<file path="config.mk">
export PLATFORM = sky130hd
export DESIGN_NAME = eira_top
export DESIGN_NICKNAME = d
export VERILOG_FILES = /design/src/common/eira_pkg.sv /design/src/common/eira_req_if.sv /design/src/design/eira_top.sv /design/src/design/eira_req_filter.sv /design/src/design/eira_evt_bit.sv
export SDC_FILE = /design/constraint.sdc
export NUM_CORES = 1
export LEC_CHECK = 0
export BUFFER_PORTS_ARGS = -buffer_cell sky130_fd_sc_hd__buf_2
export CORE_AREA = 4 4 89 91
export CTS_CLUSTER_SIZE = 20
export DETAILED_ROUTE_END_ITERATION = 16
export DIE_AREA = 0 0 93 95
export HOLD_SLACK_MARGIN = 0.02
export PLACE_DENSITY = 0.84
export SLEW_MARGIN = 0
export SYNTH_ARGS = -nofsm -noshare
export SYNTH_HDL_FRONTEND = slang
export SYNTH_SLANG_ARGS = --single-unit
</file>
<file path="constraint.sdc">
create_clock -name core_clk -period 5 [get_ports core_clk]
set_input_delay 0.25 -clock core_clk [delete_from_list [all_inputs] [get_ports core_clk]]
set_output_delay 0.25 -clock core_clk [all_outputs]
set_load 0.01 [all_outputs]
</file>
<file path="src/common/eira_pkg.sv">
// eira_pkg: constants and types shared by the external interrupt request and acknowledge block
// assumes a 200 MHz core clock and an avalon-mm register slave with 32-bit data
package eira_pkg;
  // register byte offsets
  localparam logic [3:0] EIRA_OFF_MASK_LVL = 4'h0; // first-stage mask level
  localparam logic [3:0] EIRA_OFF_CORE     = 4'h4; // core_state_word priority mask
  localparam logic [3:0] EIRA_OFF_CTRL     = 4'h8; // self_vector_enable, ack_cycle_block
  localparam logic [3:0] EIRA_OFF_STATUS   = 4'hc; // sticky event bits, write one to clear
  localparam logic [4:0] EIRA_OFF_IEN      = 5'h10; // interrupt enable mask
  localparam logic [4:0] EIRA_OFF_INFO     = 5'h14; // last level, last vector
  // control word fields
  localparam int EIRA_CTRL_SELF_VECTOR_ENABLE_BIT = 0;
  localparam int EIRA_CTRL_BLK_BIT  = 1;
  localparam int EIRA_CTRL_SRV_BIT  = 2; // unused; ctrl_q keeps bits 0 and 1 only, so a write to bit 2 is dropped
  // status bit positions
  localparam int EIRA_ST_TAKEN = 0; // an interrupt was taken
  localparam int EIRA_ST_ACKED = 1; // acknowledge cycle finished
  localparam int EIRA_ST_NMI   = 2; // level 7 taken
  localparam int EIRA_NUM_EV   = 3;
  // reset values
  localparam logic [2:0] EIRA_RST_MASK_LVL = 3'h0;
  localparam logic [2:0] EIRA_RST_CORE     = 3'h7;
  localparam logic [1:0] EIRA_RST_CTRL     = 2'h0;
  // acknowledge encodings
  localparam logic [1:0]  EIRA_TT_ACK     = 2'h3;
  localparam logic [26:0] EIRA_ADDR_HIGH  = 27'h7ffffff;
  localparam logic [1:0]  EIRA_ADDR_LOW   = 2'h0;
  localparam logic [2:0]  EIRA_LVL_NMI    = 3'h7;
  localparam logic [2:0]  EIRA_LVL_NONE   = 3'h0;
  localparam logic [7:0]  EIRA_AUTOVEC_BASE = 8'h18; // autovector = base + level
  // sample stability count, in bus clock periods
  localparam int EIRA_STABLE_CLKS = 2;
  // acknowledge sequencer states, one-hot
  typedef enum logic [5:0] {
    EIRA_IDLE  = 6'b000001, // waiting for a pending request
    EIRA_S0    = 6'b000010, // address and attributes out
    EIRA_S1    = 6'b000100, // address strobe asserted
    EIRA_S3    = 6'b001000, // wait for transfer acknowledge
    EIRA_S5    = 6'b010000, // strobe released
    EIRA_HNDLR = 6'b100000  // handler running
  } eira_state_t;
endpackage

</file>
<file path="src/common/eira_req_if.sv">
// eira_req_if: carries the validated request level between filter and core
// assumes one clock domain
`timescale 1ns/1ps
interface eira_req_if;
  logic [2:0] level;   // stable encoded request level
  logic       nmi_edge; // one-cycle pulse on a rise into level 7
  modport src (output level, output nmi_edge);
  modport dst (input level, input nmi_edge);
endinterface

</file>
<file path="src/design/eira_top.sv">
// eira_top: external interrupt request and acknowledge logic with register slave
// assumes asynchronous pin inputs, one 200 MHz clock, avalon-mm slave with waitrequest
//
// Chosen here: the address map and the Avalon-MM interface to the registers.
`timescale 1ns/1ps
module eira_top
  import eira_pkg::*;
(
  input  wire logic        core_clk,
  input  wire logic        reset_n,
  // interrupt pins
  input  wire logic [2:0]  interrupt_request_lines,
  // acknowledge bus
  output logic [31:0]      bus_addr,
  output logic [1:0]       transfer_type_lines,
  output logic [2:0]       transfer_modifier_lines,
  output logic             bus_read,
  output logic             addr_valid_strobe_n,
  input  wire logic        transfer_ack_in_n,
  input  wire logic [31:0] bus_data_in,
  // core side
  input  wire logic        instr_boundary,
  output logic             take_irq,
  output logic [7:0]       vector_num,
  // avalon-mm slave
  input  wire logic [4:0]  avs_address,
  input  wire logic        avs_read,
  input  wire logic        avs_write,
  input  wire logic [31:0] avs_writedata,
  output logic [31:0]      avs_readdata,
  output logic             avs_waitrequest,
  output logic             irq
);
  eira_req_if req_w ();             // filtered request level
  eira_state_t state_q;             // acknowledge sequencer
  logic [2:0]  mask_lvl_q;          // first-stage mask level
  logic [2:0]  core_mask_q;         // core_state_word mask
  logic [1:0]  ctrl_q;              // self_vector_enable, ack_cycle_block
  logic [2:0]  ien_q;               // interrupt enable mask
  logic [2:0]  ack_lvl_q;           // level under acknowledge
  logic        nmi_armed_q;         // level 7 edge waiting
  logic        wr_en;               // avalon write accepted this edge
  logic        step_q;              // one handler step done
  logic [2:0]  ev_set;              // event strobes
  logic [2:0]  ev_flag;             // sticky status
  logic [2:0]  unit_lvl;            // after first stage
  logic        pend;                // pending after both stages
  logic        bus_done;            // bus access terminated this cycle
  logic        wr_st;               // write to status

  eira_req_filter u_filt (
    .core_clk                (core_clk),
    .reset_n                 (reset_n),
    .interrupt_request_lines (interrupt_request_lines),
    .req                     (req_w)
  );

  // first stage: unit mask passes only levels above it; zero is no request
  always_comb begin
    unit_lvl = EIRA_LVL_NONE;
    if (req_w.level != EIRA_LVL_NONE && req_w.level > mask_lvl_q) begin
      unit_lvl = req_w.level;
    end
  end

  // second stage: core mask; level 7 bypasses it but needs an edge or a lowered mask
  always_comb begin
    if (unit_lvl == EIRA_LVL_NMI) begin
      pend = nmi_armed_q || (core_mask_q < EIRA_LVL_NMI);
    end else begin
      // levels one to six pend for as long as they are held above the mask
      pend = (unit_lvl != EIRA_LVL_NONE) && (unit_lvl > core_mask_q);
    end
  end

  // take decision at an instruction boundary
  // both stages must pass, and the last handler must have run one step
  function automatic logic take_now();
    take_now = pend && instr_boundary && step_q;
  endfunction

  // level 7 edge arming
  // the edge is used up by the take itself, so a held level 7 is taken once, or twice if first taken in the cycle of its rise,
  // also on the self vector path that never passes through the bus states
  always_ff @(posedge core_clk) begin
    if (!reset_n) begin
      // nothing armed out of reset
      nmi_armed_q <= 1'b0;
    end else if (req_w.nmi_edge) begin
      // a fresh rise into level 7 wins over any clear
      nmi_armed_q <= 1'b1;
    end else if (state_q == EIRA_IDLE && take_now() && unit_lvl == EIRA_LVL_NMI) begin
      // the level 7 being taken consumes the edge
      nmi_armed_q <= 1'b0;
    end else if (req_w.level != EIRA_LVL_NMI) begin
      // request left level 7 before it was taken
      nmi_armed_q <= 1'b0;
    end
  end

  // acknowledge sequencer
  always_ff @(posedge core_clk) begin
    if (!reset_n) begin
      state_q   <= EIRA_IDLE;
      ack_lvl_q <= EIRA_LVL_NONE;
      take_irq  <= 1'b0;
    end else begin
      take_irq <= 1'b0;
      unique case (state_q)
        EIRA_IDLE: begin
          if (take_now()) begin
            ack_lvl_q <= unit_lvl;
            take_irq  <= 1'b1;
            // self vector with block set: no bus cycle
            if (ctrl_q[EIRA_CTRL_SELF_VECTOR_ENABLE_BIT] && ctrl_q[EIRA_CTRL_BLK_BIT]) begin
              state_q <= EIRA_HNDLR;
            end else begin
              state_q <= EIRA_S0;
            end
          end
        end
        EIRA_S0: begin
          // address and attributes settle for one cycle
          state_q <= EIRA_S1;
        end
        EIRA_S1: begin
          // strobe now low, start looking for termination
          state_q <= EIRA_S3;
        end
        EIRA_S3: begin
          // stay here one whole clock per wait state
          if (!transfer_ack_in_n) begin
            state_q <= EIRA_S5;
          end
        end
        EIRA_S5: begin
          // strobe released, bus cycle over
          state_q <= EIRA_HNDLR;
        end
        EIRA_HNDLR: begin
          // handler entry; recognition waits for its first step
          state_q <= EIRA_IDLE;
        end
      endcase
    end
  end

  // one handler step must pass before the next request is recognised
  always_ff @(posedge core_clk) begin
    if (!reset_n) begin
      step_q <= 1'b1;
    end else if (state_q == EIRA_HNDLR) begin
      // handler entered: no step has run yet
      step_q <= 1'b0;
    end else if (instr_boundary) begin
      // first boundary inside the handler opens recognition again
      step_q <= 1'b1;
    end
  end

  // acknowledge bus pins
  always_ff @(posedge core_clk) begin
    if (!reset_n) begin
      bus_addr                <= 32'h0;
      transfer_type_lines     <= 2'h0;
      transfer_modifier_lines <= 3'h0;
      bus_read                <= 1'b0;
      addr_valid_strobe_n     <= 1'b1;
    end else if (state_q == EIRA_IDLE && take_now() &&
                 !(ctrl_q[EIRA_CTRL_SELF_VECTOR_ENABLE_BIT] && ctrl_q[EIRA_CTRL_BLK_BIT])) begin
      bus_addr                <= {EIRA_ADDR_HIGH, unit_lvl, EIRA_ADDR_LOW};
      transfer_type_lines     <= EIRA_TT_ACK;
      transfer_modifier_lines <= unit_lvl;
      bus_read                <= 1'b1;
    end else if (state_q == EIRA_S0) begin
      // attributes have stood one cycle, strobe them
      addr_valid_strobe_n <= 1'b0;
    end else if (state_q == EIRA_S3 && !transfer_ack_in_n) begin
      // terminated: release strobe and return all lines to idle
      addr_valid_strobe_n     <= 1'b1;
      bus_read                <= 1'b0;
      transfer_type_lines     <= 2'h0;
      transfer_modifier_lines <= 3'h0;
      bus_addr                <= 32'h0;
    end
  end

  // vector capture: responder byte, or internal autovector
  always_ff @(posedge core_clk) begin
    if (!reset_n) begin
      vector_num <= 8'h0;
    end else if (state_q == EIRA_S3 && !transfer_ack_in_n) begin
      // cycle shown on the bus; self vector still overrides the byte
      if (ctrl_q[EIRA_CTRL_SELF_VECTOR_ENABLE_BIT]) begin
        vector_num <= EIRA_AUTOVEC_BASE + {5'h0, ack_lvl_q};
      end else begin
        vector_num <= bus_data_in[31:24];
      end
    end else if (state_q == EIRA_IDLE && take_now() &&
                 ctrl_q[EIRA_CTRL_SELF_VECTOR_ENABLE_BIT] && ctrl_q[EIRA_CTRL_BLK_BIT]) begin
      vector_num <= EIRA_AUTOVEC_BASE + {5'h0, unit_lvl};
    end
  end

  // core mask: raised to the taken level when an interrupt is taken
  // a handler that lowers the mask under a held level 7 gets a second take,
  // and that take puts the mask back to 7; restoring it any earlier would
  // race the instruction boundary and could swallow the second take
  always_ff @(posedge core_clk) begin
    if (!reset_n) begin
      // all levels but 7 ignored out of reset
      core_mask_q <= EIRA_RST_CORE;
    end else if (state_q == EIRA_IDLE && take_now()) begin
      // taking level 7 again sets the mask back to 7
      core_mask_q <= unit_lvl;
    end else if (wr_en && avs_address == {1'b0, EIRA_OFF_CORE}) begin
      // software, e.g. a handler returning, writes the mask
      core_mask_q <= avs_writedata[2:0];
    end
  end

  // software written configuration
  always_ff @(posedge core_clk) begin
    if (!reset_n) begin
      mask_lvl_q <= EIRA_RST_MASK_LVL;
      ctrl_q     <= EIRA_RST_CTRL;
      ien_q      <= 3'h0;
    end else if (wr_en) begin
      // a write lands only at the edge that completes the transfer
      if (avs_address == {1'b0, EIRA_OFF_MASK_LVL}) mask_lvl_q <= avs_writedata[2:0];
      if (avs_address == {1'b0, EIRA_OFF_CTRL})     ctrl_q     <= avs_writedata[1:0];
      if (avs_address == EIRA_OFF_IEN)              ien_q      <= avs_writedata[2:0];
    end
  end

  // event strobes and sticky status bits
  assign bus_done = (state_q == EIRA_S3) && !transfer_ack_in_n;
  // avalon writes take effect only once waitrequest is seen low
  assign wr_en    = avs_write && !avs_waitrequest;
  assign wr_st    = wr_en && (avs_address == {1'b0, EIRA_OFF_STATUS});
  assign ev_set   = {take_irq && ack_lvl_q == EIRA_LVL_NMI, bus_done, take_irq};
  for (genvar i = 0; i < EIRA_NUM_EV; i++) begin : g_ev
    eira_evt_bit u_ev (
      .core_clk (core_clk),
      .reset_n  (reset_n),
      .set      (ev_set[i]),
      .clr      (wr_st && avs_writedata[i]),
      .flag     (ev_flag[i])
    );
  end

  // interrupt output: any unmasked sticky bit
  always_ff @(posedge core_clk) begin
    if (!reset_n) begin
      irq <= 1'b0;
    end else begin
      // level output, one cycle behind the sticky bits
      irq <= |(ev_flag & ien_q);
    end
  end

  // avalon slave: one wait state for every read and write
  // waitrequest idles high, drops for the one cycle that ends a transfer,
  // and rises again at that edge, so a request held on never completes in two cycles running
  always_ff @(posedge core_clk) begin
    if (!reset_n) begin
      // stall the bus while in reset
      avs_waitrequest <= 1'b1;
      avs_readdata    <= 32'h0;
    end else begin
      avs_waitrequest <= !((avs_read || avs_write) && avs_waitrequest);
      // read data is captured in the stall cycle and stands at the ending edge
      if (avs_read && avs_waitrequest) begin
        unique case (avs_address)
          {1'b0, EIRA_OFF_MASK_LVL}: avs_readdata <= {29'h0, mask_lvl_q};
          {1'b0, EIRA_OFF_CORE}:     avs_readdata <= {29'h0, core_mask_q};
          {1'b0, EIRA_OFF_CTRL}:     avs_readdata <= {30'h0, ctrl_q};
          {1'b0, EIRA_OFF_STATUS}:   avs_readdata <= {29'h0, ev_flag};
          EIRA_OFF_IEN:              avs_readdata <= {29'h0, ien_q};
          EIRA_OFF_INFO:             avs_readdata <= {21'h0, ack_lvl_q, vector_num};
          default:                   avs_readdata <= 32'h0;
        endcase
      end
    end
  end
endmodule

</file>
<file path="src/design/eira_req_filter.sv">
// eira_req_filter: synchronises and validates the encoded request lines
// assumes request lines come from the pins, one clock domain
`timescale 1ns/1ps
module eira_req_filter
  import eira_pkg::*;
(
  input  wire logic       core_clk,
  input  wire logic       reset_n,
  input  wire logic [2:0] interrupt_request_lines,
  eira_req_if.src         req
);
  logic [2:0] sync1_q;  // first synchroniser stage
  logic [2:0] sync2_q;  // second synchroniser stage
  logic [2:0] prev_q;   // previous synchronised sample
  logic [1:0] same_q;   // periods the sample has held
  logic [2:0] level_q;  // accepted level
  logic       edge_q;   // level 7 rise pulse

  // two-flop synchroniser
  always_ff @(posedge core_clk) begin
    if (!reset_n) begin
      sync1_q <= EIRA_LVL_NONE;
      sync2_q <= EIRA_LVL_NONE;
    end else begin
      sync1_q <= interrupt_request_lines;
      sync2_q <= sync1_q;
    end
  end

  // stability counter and acceptance
  always_ff @(posedge core_clk) begin
    if (!reset_n) begin
      prev_q  <= EIRA_LVL_NONE;
      same_q  <= 2'h0;
      level_q <= EIRA_LVL_NONE;
      edge_q  <= 1'b0;
    end else begin
      prev_q <= sync2_q;
      edge_q <= 1'b0;
      if (sync2_q != prev_q) begin
        same_q <= 2'h0;
      end else if (same_q < 2'(EIRA_STABLE_CLKS - 1)) begin
        same_q <= same_q + 2'h1;
      end else begin
        // held two consecutive periods: accept
        level_q <= sync2_q;
        // only a rise from lower into level 7 counts
        edge_q  <= (sync2_q == EIRA_LVL_NMI) && (level_q != EIRA_LVL_NMI);
      end
    end
  end

  assign req.level    = level_q;
  assign req.nmi_edge = edge_q;
endmodule

</file>
<file path="src/design/eira_evt_bit.sv">
// eira_evt_bit: one sticky event bit, write one to clear, set wins
// assumes one clock domain
`timescale 1ns/1ps
module eira_evt_bit (
  input  wire logic core_clk,
  input  wire logic reset_n,
  input  wire logic set,
  input  wire logic clr,
  output logic      flag
);
  // sticky flag; a set in the clear cycle survives
  always_ff @(posedge core_clk) begin
    if (!reset_n) begin
      flag <= 1'b0;
    end else if (set) begin
      flag <= 1'b1;
    end else if (clr) begin
      flag <= 1'b0;
    end
  end
endmodule

</file>
## Word-level counts from Yosys, hierarchy flattened

Cells that the tools add are included.

- Memories: 0
- Output and inout port bits: 82
- Bits in writable memories: 0
- Register bits after elaboration: 120
- Latch bits: 0
- Logic and storage cells: 147
- Memory bits (read-only): 0

- Bitwise gates (word level): 5
- Reduce and logical (&&, ||, !) cells: 51
- Multiplexer cells: 38
- $add $sub $neg: 3
- Div/mod/pow operators: 0
- Equal/unequal tests: 19
- Magnitude comparators: 4
- Shifts and indexed selects: 0
- Multipliers: 0

Operator list:

| kind | count |
|---|---|
| 32-bit 2-to-1 mux | 3 |
| 11-bit case mux with 6 select lines | 1 |
| 6-bit case mux with 6 select lines | 1 |
| 8-bit 2-to-1 mux | 3 |
| 1-bit logical AND | 21 |
| 1-bit 2-to-1 mux | 18 |
| 3-bit 2-to-1 mux | 6 |
| 6-bit 2-to-1 mux | 3 |
| 2-bit AND reduction | 9 |
| 2-bit nonzero test | 8 |
| 5-bit by 3-bit adder with 6-bit output, first input constant | 2 |
| 5-bit by 4-bit equality test with 1-bit output, second input constant | 2 |
| 5-bit equality test, second input constant | 2 |
| 3-bit equality test, second input constant | 3 |
| 3-bit nonzero test | 3 |
| 6-bit by 1-bit equality test with 1-bit output, second input constant | 1 |
| 6-bit by 2-bit equality test with 1-bit output, second input constant | 1 |
| 6-bit by 3-bit equality test with 1-bit output, second input constant | 1 |
| 6-bit by 4-bit equality test with 1-bit output, second input constant | 1 |
| 6-bit by 5-bit equality test with 1-bit output, second input constant | 1 |
| 6-bit equality test, second input constant | 1 |
| 3-bit > comparator | 2 |
| 2-bit 2-to-1 mux | 3 |
| 3-bit OR reduction | 2 |
| 14 further kinds | 22 |

## Depth between registers and ports, before layout

Gate-level depths: netlist of run 1.

- Depth in word-level cells: 13
- Mapped depth: 16

## Cells and area by module

A second synthesis of run 1 with hierarchy kept.

- Cells, all modules: 385
- Area total of the unflattened synthesis: 3480.8 µm²

Modules (own cells, without submodules):

| module | cells each | area each (µm²) | times used | seq. area each (µm²) |
|---|---|---|---|---|
| eira_top | 327 | 2837.7 | 1 | 980.9 |
| eira_req_filter | 49 | 519.2 | 1 | 300.3 |
| eira_evt_bit | 3 | 41.3 | 3 | 20.0 |

## Least setup slack after synthesis of run 1

No wires, ideal clock.

- Path kind: reg-to-reg
- Start point: reg u_filt.level_q[0], in the netlist u_filt.req.level[0]
- End point: reg vector_num[0]
- Required time: 4.912 ns
- Period minus slack after synthesis: 2.810 ns
- Path slack: 2.190 ns
- Buffers on the path: 3
- Arrival: 2.722 ns
- Cell stages (with the launch flop): 17
- Cells stage by stage: dfxtp_1 -> buf_6 -> inv_1 -> ha_1 -> nand3_1 -> o21ai_1 -> nor2_1 -> nand2_1 -> inv_1 -> ha_1 -> a21oi_1 -> o21ai_1 -> a31o_1 -> buf_4 -> and2_1 -> buf_6 -> a311oi_2

- Word-level cells in the longest chain between the ends: 12
- Elaborated cells on any way between the ends: 18
- Those cells by class: add/sub: 1; order compare: 2; eq/ne: 1; mux: 4; reduce/logical: 10

RTL lines:

| what | RTL line | source |
|---|---|---|
| start: declaration | eira_req_filter.sv:16 | `logic [2:0] level_q;` |
| start signal: assignment | eira_req_filter.sv:46 | `level_q <= sync2_q;` |
| 3-bit > comparator / 3-bit nonzero test (equally long branches) | eira_top.sv:61 | `if (req_w.level != EIRA_LVL_NONE && req_w.level > mask_lvl_q) begin` |
| 1-bit logical AND * | eira_top.sv:61 |  |
| 3-bit 2-to-1 mux * | eira_top.sv:61 |  |
| named net unit_lvl[2] | eira_top.sv:46 | `logic [2:0] unit_lvl;` |
| 3-bit > comparator / 3-bit nonzero test (equally long branches) | eira_top.sv:72 | `pend = (unit_lvl != EIRA_LVL_NONE) && (unit_lvl > core_mask_q);` |
| 1-bit logical AND | eira_top.sv:72 |  |
| 1-bit 2-to-1 mux * | eira_top.sv:68 | `if (unit_lvl == EIRA_LVL_NMI) begin` |
| 1-bit logical AND * (2 in a row) | eira_top.sv:79 | `take_now = pend && instr_boundary && step_q;` |
| 1-bit logical AND * (2 in a row) | eira_top.sv:199 | `end else if (state_q == EIRA_IDLE && take_now() &&` |
| 1-bit logical AND * | eira_top.sv:200 | `ctrl_q[EIRA_CTRL_SELF_VECTOR_ENABLE_BIT] && ctrl_q[EIRA_CTRL_BLK_BIT]) begin` |
| 2-bit nonzero test (no source line) * | - |  |
| end signal: assignment | eira_top.sv:195 | `vector_num <= EIRA_AUTOVEC_BASE + {5'h0, ack_lvl_q};` |
| end signal: assignment | eira_top.sv:197 | `vector_num <= bus_data_in[31:24];` |
| end signal: assignment | eira_top.sv:201 | `vector_num <= EIRA_AUTOVEC_BASE + {5'h0, unit_lvl};` |
| end: declaration | eira_top.sv:24 | `output logic [7:0] vector_num,` |

The timed path passes the listed nets; every way through them passes the cells marked *. The select of a mux whose other input is x is not followed.
A chain may end at the register's enable or synchronous reset.

## Worst setup path in the final report of run 1

- Start point: reg u_filt.level_q[0], in the netlist u_filt.req.level[0]
- End point: reg core_mask_q[0]

- Word-level cells in the longest chain between the ends: 10
- Elaborated cells on any way between the ends: 14
- Those cells by class: order compare: 2; eq/ne: 1; mux: 3; reduce/logical: 8

RTL lines:

| what | RTL line | source |
|---|---|---|
| 3-bit > comparator / 3-bit nonzero test (equally long branches) | eira_top.sv:61 |  |
| 1-bit logical AND * | eira_top.sv:61 |  |
| 3-bit 2-to-1 mux * | eira_top.sv:61 |  |
| named net unit_lvl[2] | eira_top.sv:46 |  |
| 3-bit > comparator / 3-bit nonzero test (equally long branches) | eira_top.sv:72 |  |
| 1-bit logical AND | eira_top.sv:72 |  |
| 1-bit 2-to-1 mux * | eira_top.sv:68 |  |
| 1-bit logical AND * (2 in a row) | eira_top.sv:79 |  |
| 1-bit logical AND * | eira_top.sv:213 | `end else if (state_q == EIRA_IDLE && take_now()) begin` |
| 3-bit 2-to-1 mux / 2-bit nonzero test (equally long branches) | - |  |
| end signal: assignment | eira_top.sv:215 | `core_mask_q <= unit_lvl;` |
| end signal: assignment | eira_top.sv:218 | `core_mask_q <= avs_writedata[2:0];` |
| end: declaration | eira_top.sv:37 | `logic [2:0] core_mask_q;` |

The timed path passes the listed nets; every way through them passes the cells marked *.

==> results.toml, run 1 <==
[outcome]
status = "completed"

[cts]
postCtsHoldBufs = 0
cts.sinks = 67
cts_tree = "yes"
clk_pin_slew_worst_paths_ns = 0.07
htreeDepth = 3
clock_latency_ns = 0.35
numCtsBuffers = 9
clockRootBuffer = "clkbuf_8"
clockBufferDepth = 2
cts_resized = 0
post_cts_buffers = 0

[place]
hpwl_mm = 5.68
globalplace.congestion = 0.900
place_ws_ns = 1.57
port_buffers = 83
placed_area_mm2 = 0.00364

[timing]
fin_crit_ns = 3.50
slew_viol_final = 0
rsz0062_at_grt = "false"
relSlewSlack_pct = 48.3
finalCritPeriodShare_pct = 70.0
setup_ws_ns = 1.50
setup_viol = 0
setup_tns_ns = 0
skew_ns = 0.00467
hold_viol = 0
max_freq_ghz = 0.286
tightest_slew_ns = 0.773

[synthesis]
yosys.area.top_type = "dfxtp_1"
ys_seq_elements = 67
synth_edf_count = 0
synthCells = 390
synthArstFlopShare_pct = 0
synth_area_leaders = "dfxtp_1, buf_4, mux2i_1"
yosys.area_share.xor_xnor_pct = 1.24
syn_area_mm2 = 0.00354
avgSynthCellArea_um2 = 9.09
synth_compound_area_share_pct = 13.6
muxShareOfSynthArea_pct = 8.86
synth_fa_ha_area_share_pct = 2.47
synth_top_area_share_pct = 37.8
ys.flop_type = "dfxtp_1"
ys_seq_area_share_pct = 37.8
ys_warn_count = 0
synthSimpleGateAreaFrac_pct = 19.7
synth_cell_type_count = 60
synth_top_family_by_area = "simple AND/OR/NAND/NOR gates"

[global_routing]
grt_use_total_pct = 17.8
grt_pass1_wl_mm = 12.6
gr-total-overflow = 0
antenna_found_initial = 0
grt_max_degree = 37
grt_pass1_vias = 2683

[drt]
wl_per_cell_um = 14.4
vias = 2832
viasPerCell = 5.30
first_pass_iters = 4
drc = 0
drtAntennaViolNets = 0
drtIter0Drc = 208
wl_mm = 7.70

[floorplan]
die_w_um = 93
die_y_um = 95
start_util_pct = 49.7
rows = 31
dieArea_mm2 = 0.00884
ios = 160
core_mm2 = 0.00714

[hold_path]
hold_class = "input pin to register"
hp-start = "interrupt_request_lines[0]"
hold_path_depth = 2
hold_path_end = "u_filt.sync1_q[0]$_SDFF_PN0_"

[cells_and_area]
num-fill-cells = 654
area_growth_pct = 8.75
drive_gt1_share_pct = 26.7
finalInstanceArea_mm2 = 0.00385
nets = 515
diodes = 0

[setup_path]
r2r_start = "u_filt.req.level[0]$_SDFFE_PN0P_"
path_buf_inv = 2
r2r_end = "core_mask_q[0]$_SDFFE_PN1P_"
startpoint_type = "register"
cp-end-kind = "register"
ff2ff_setup_slack_ns = 1.50
crit_family = "simple AND/OR/NAND/NOR gates"
worstSetupPathType = "register to register"
cp_cell_sequence = "inv_1 -> ha_1 -> nand3_1 -> o21ai_1 -> nor2_1 -> nand2_1 -> inv_1 -> ha_1 -> nand2_1 -> o21ai_1 -> a31o_1 -> and2_1 -> mux2i_1"
r2r_cells = 13
cp.required_ns = 5.28
critPathSlowestCell = "dfxtp_1"
arrival_ns = 3.78
slowest_delay_ns = 0.55
worstPathMaxFanout = 11

[power_and_ir_drop]
power.clock.fraction_pct = 43.6
switchingPower_mw = 0.281
switching_share_pct = 24.7
irDropWorstVdd_mv = 0.177
pwr-share-seq_pct = 48.5
combPwrFrac_pct = 8.0
p_per_area_mw_per_mm2 = 295
p_leak_nw = 1.69
intPower_mw = 0.858

[job]
max_cap_violations = 0
-- sequential cells by signal, indices dropped and copies added, names as in the netlist, 2 cells and up --
signal and flops:
avs_readdata 11, vector_num 8, state_q 6, bus_addr 4
ack_lvl_q 3, core_mask_q 3, g_ev.u_ev.flag 3, ien_q 3
mask_lvl_q 3, u_filt.prev_q 3, u_filt.req.level 3, u_filt.sync1_q 3
u_filt.sync2_q 3, ctrl_q 2, u_filt.same_q 2
-- cells by family (layout without fill, tap and decap cells) --
family	count (synthesis)	count (layout)
flops	67	67
buf+inv	88	111
compound gates	63	63
other cells	1	23
simple gates	128	128
fa+ha+maj	7	7
xor+xnor	5	5
mux	31	31
-- per-stage QoR --
step                      util (%)  std cells  hold slack, ns  power, mW
after global placement        51.0        518           0.401      0.650
after global routing          54.0        534           0.108       1.18
final                         54.0        534          0.0992       1.14
after CTS                     54.0        534          0.0848       1.15
after floorplan                  -        412           0.366      0.642
after detailed placement      51.0        518           0.412      0.654
-- layout make-up --
class / count / area [um^2] / share of cell area, %
inverters: 12 / 45.0 / 1.17
clock inverters: 6 / 88.8 / 2.30
multi-input cells: 257 / 1710 / 44.4
well taps: 99 / 124 / 3.21
clock buffers: 10 / 128 / 3.31
repair buffers: 83 / 415 / 10.8
flip-flops and latches: 67 / 1340 / 34.8
-- placed cells by master (no fill, tap or decap), drive strengths merged, types with 7 or more instances in the layout --
master / n
dfxtp: 67
and2: 14
a21oi: 12
buf: 83
ha: 7
nand3: 11
mux2i: 28
a211oi: 8
inv: 13
conb: 23
nand2: 24
nor3: 10
nor2: 43
clkbuf: 10
a22oi: 8
-- cells in the mapped netlist (all sizes together) (8+ instances only) --
library cell	instances
nand2	24
inv	12
a22oi	8
nor3	10
nor2	43
a21oi	12
clkbuf	8
nand3	11
mux2i	28
and2	14
a211oi	8
dfxtp	67
buf	68
-- power by group through the flow --
stage          logic (mW)  clock network (mW)  registers, mW
4_1_cts            0.0900               0.504          0.552
3_5_place_dp       0.0896                   0          0.564
2_1_floorplan      0.0799                   0          0.562
5_1_grt             0.102               0.526          0.553
6_report           0.0907               0.496          0.552
3_3_place_gp       0.0864                   0          0.563
-- worst max path at each step --
stage,startpoint,cells past startpoint,endpoint
finish,u_filt.req.level[0]$_SDFFE_PN0P_,13,core_mask_q[0]$_SDFFE_PN1P_
global route,u_filt.req.level[0]$_SDFFE_PN0P_,12,core_mask_q[0]$_SDFFE_PN1P_
detailed placement,u_filt.req.level[0]$_SDFFE_PN0P_,12,vector_num[1]$_SDFFE_PN0P_
global placement,u_filt.req.level[0]$_SDFFE_PN0P_,12,vector_num[0]$_SDFFE_PN0P_
CTS,u_filt.req.level[0]$_SDFFE_PN0P_,13,core_mask_q[0]$_SDFFE_PN1P_
floorplan,u_filt.req.level[0]$_SDFFE_PN0P_,16,vector_num[0]$_SDFFE_PN0P_
-- metal layers --
metal	wire [um]	vias to the layer above	global-route usage [%]	part of all wire, %
met5	0	-	0	0
met4	146	0	7.69	1.9
met3	557	17	5.34	7.2
met2	3800	101	29.7	49
met1	3190	1335	21.4	41
li1	-	1379	-	-
No activity file was read; power rests on OpenSTA's default activity.
==> run 2: changes to the inputs <==
--- a/config.mk
+++ b/config.mk
@@ -6,12 +6,12 @@
 export NUM_CORES = 1
 export LEC_CHECK = 0
 export BUFFER_PORTS_ARGS = -buffer_cell sky130_fd_sc_hd__buf_2
-export CORE_AREA = 4 4 89 91
+export CORE_AREA = 4 4 92 94
 export CTS_CLUSTER_SIZE = 20
 export DETAILED_ROUTE_END_ITERATION = 16
-export DIE_AREA = 0 0 93 95
+export DIE_AREA = 0 0 96 98
 export HOLD_SLACK_MARGIN = 0.02
-export PLACE_DENSITY = 0.84
+export PLACE_DENSITY = 0.79
 export SLEW_MARGIN = 0
 export SYNTH_ARGS = -nofsm -noshare
 export SYNTH_HDL_FRONTEND = slang
==> constraint.sdc (replaced) <==
create_clock -name core_clk -period 3.61 [get_ports core_clk]
set_input_delay 0.1805 -clock core_clk [delete_from_list [all_inputs] [get_ports core_clk]]
set_output_delay 0.1805 -clock core_clk [all_outputs]
set_load 0.01 [all_outputs]
==> results.toml, run 2 (synthesis results as in run 1) <==
[power_and_ir_drop]
power.clock.fraction_pct = 44.6
p_leak_nw = 1.73
switchingPower_mw = 0.385
intPower_mw = 1.23
irDropWorstVdd_mv = 0.318
switching_share_pct = 23.8
p_per_area_mw_per_mm2 = 411
combPwrFrac_pct = 8.1
pwr-share-seq_pct = 47.2
finalPower_mw = 1.62

[drt]
drtIter0Drc = 207
drtAntennaViolNets = 0
vias = 2789
viasPerCell = 5.14
wl_mm = 7.85
drc = 0
first_pass_iters = 4
wl_per_cell_um = 14.4

[cts]
cts_resized = 0
clk_pin_slew_worst_paths_ns = 0.07
clockRootBuffer = "clkbuf_8"
htreeDepth = 3
cts_tree = "yes"
clock_latency_ns = 0.35
cts.sinks = 67
clockBufferDepth = 2
numCtsBuffers = 9

[timing]
setup_ws_ns = 0.484
relSlewSlack_pct = 44.9
tightest_slew_ns = 0.825
setup_viol = 0
finalCritPeriodShare_pct = 86.6
setup_tns_ns = 0
max_freq_ghz = 0.320
rsz0062_at_grt = "false"
fin_crit_ns = 3.13
skew_ns = 0.0114
slew_viol_final = 0
hold_viol = 0

[cells_and_area]
final_cell_mix = "buf_2, dfxtp_1, nor2_1"
final_common_cell = "buf_2"
post-route-util_pct = 51.4
finalInstanceArea_mm2 = 0.00393
area_growth_pct = 10.8
top_register = "avs_readdata"
diodes = 0
drive_gt1_share_pct = 27.4
largest_reg_flops = 11
largestRegisters = "avs_readdata x11, vector_num x8, state_q x6"
num-fill-cells = 731
nets = 521

[setup_path]
slowest_delay_ns = 0.48
arrival_ns = 3.34
worstPathMaxFanout = 11
worstSetupPathType = "register to register"
ff2ff_setup_slack_ns = 0.48
cp_cell_sequence = "inv_1 -> ha_1 -> a211oi_2 -> nor2_1 -> nand2_1 -> inv_1 -> ha_1 -> nand2_1 -> o21ai_1 -> a31o_1 -> and2_1 -> a311oi_2"
crit_family = "compound AO/OA/AOI/OAI gates"
cp.required_ns = 3.82
path_buf_inv = 2
cp-end-kind = "register"
startpoint_type = "register"
critPathSlowestCell = "and2_1"

[floorplan]
ios = 160
rows = 32
die_w_um = 96
dieArea_mm2 = 0.00941
start_util_pct = 46.4
core_mm2 = 0.00765
die_y_um = 98

[global_routing]
antenna_found_initial = 0
grt_use_total_pct = 17.1
gr-total-overflow = 0
grt_pass1_vias = 2635
grt_pass1_wl_mm = 12.8
grt_max_degree = 37

[place]
placed_area_mm2 = 0.00367
globalplace.congestion = 0.868
place_ws_ns = 0.545
port_buffers = 83
hpwl_mm = 5.80

[job]
max_cap_violations = 0

[outcome]
status = "completed"

[hold_path]
hold_class = "input pin to register"
run 2: cell count changes in the layout (fill, tap and decap cells not counted):
cell           previous run  this run
clkbuf_1                  1         0
dlygate4sd3_1             0         2
clkbuf_8                  9        11
clkinv_2                  1         0
buf_4                     0         4
run 2: metrics by stage:
stage / hold slack (ns) / cells
floorplan: 0.296 / 412
finish: 0.0358 / 543
global placement: 0.385 / 525
global route: 0.0342 / 543
CTS: 0.0203 / 542
detailed placement: 0.390 / 525
run 2: layer usage:
metal | global-route usage, % | wire (um) | vias to the layer above
li1 | - | - | 1383
met1 | 22.6 | 3410 | 1306
met2 | 26.5 | 3860 | 88
met3 | 4.39 | 460 | 12
met4 | 6.24 | 121 | 0
met5 | 0 | 0 | -
run 2: path summary, 6_finish.rpt:
kind / from / endpoint / depth (start not counted)
setup / recovery: mask_lvl_q[1]$_SDFFE_PN0P_ / vector_num[2]$_SDFFE_PN0P_ / 12
hold / removal: interrupt_request_lines[2] / u_filt.sync1_q[2]$_SDFF_PN0_ / 2
setup reg to reg: mask_lvl_q[1]$_SDFFE_PN0P_ / vector_num[2]$_SDFFE_PN0P_ / 12
hold reg to reg: u_filt.req.nmi_edge$_SDFF_PP0_ / nmi_armed_q$_SDFFE_PN0P_ / 2
run 2: what timing repair did:
action,CTS,global route
endpoints found under the hold margin,1,1
hold buffers,1,1
buffers inserted,0,0
endpoints found under the setup margin,0,0
run 2: layout make-up:
| class | instances | area, um^2 | share of cell area (%) |
|---|---|---|---|
| Multi-Input combinational cell | 257 | 1710 | 43.6 |
| Sequential cell | 67 | 1340 | 34.2 |
| Timing Repair Buffer | 89 | 465 | 11.9 |
| Clock buffer | 11 | 151 | 3.85 |
| Tap cell | 102 | 128 | 3.25 |
| Clock inverter | 5 | 83.8 | 2.13 |
| Inverter | 12 | 45.0 | 1.15 |
run 2: power by group through the flow:
| stage | clock [mW] | sequential (mW) | combinational (mW) |
|---|---|---|---|
| 4_1_cts | 0.731 | 0.763 | 0.130 |
| 2_1_floorplan | 0 | 0.778 | 0.111 |
| 6_report | 0.721 | 0.763 | 0.132 |
| 5_1_grt | 0.770 | 0.764 | 0.149 |
| 3_5_place_dp | 0 | 0.780 | 0.129 |
| 3_3_place_gp | 0 | 0.778 | 0.125 |
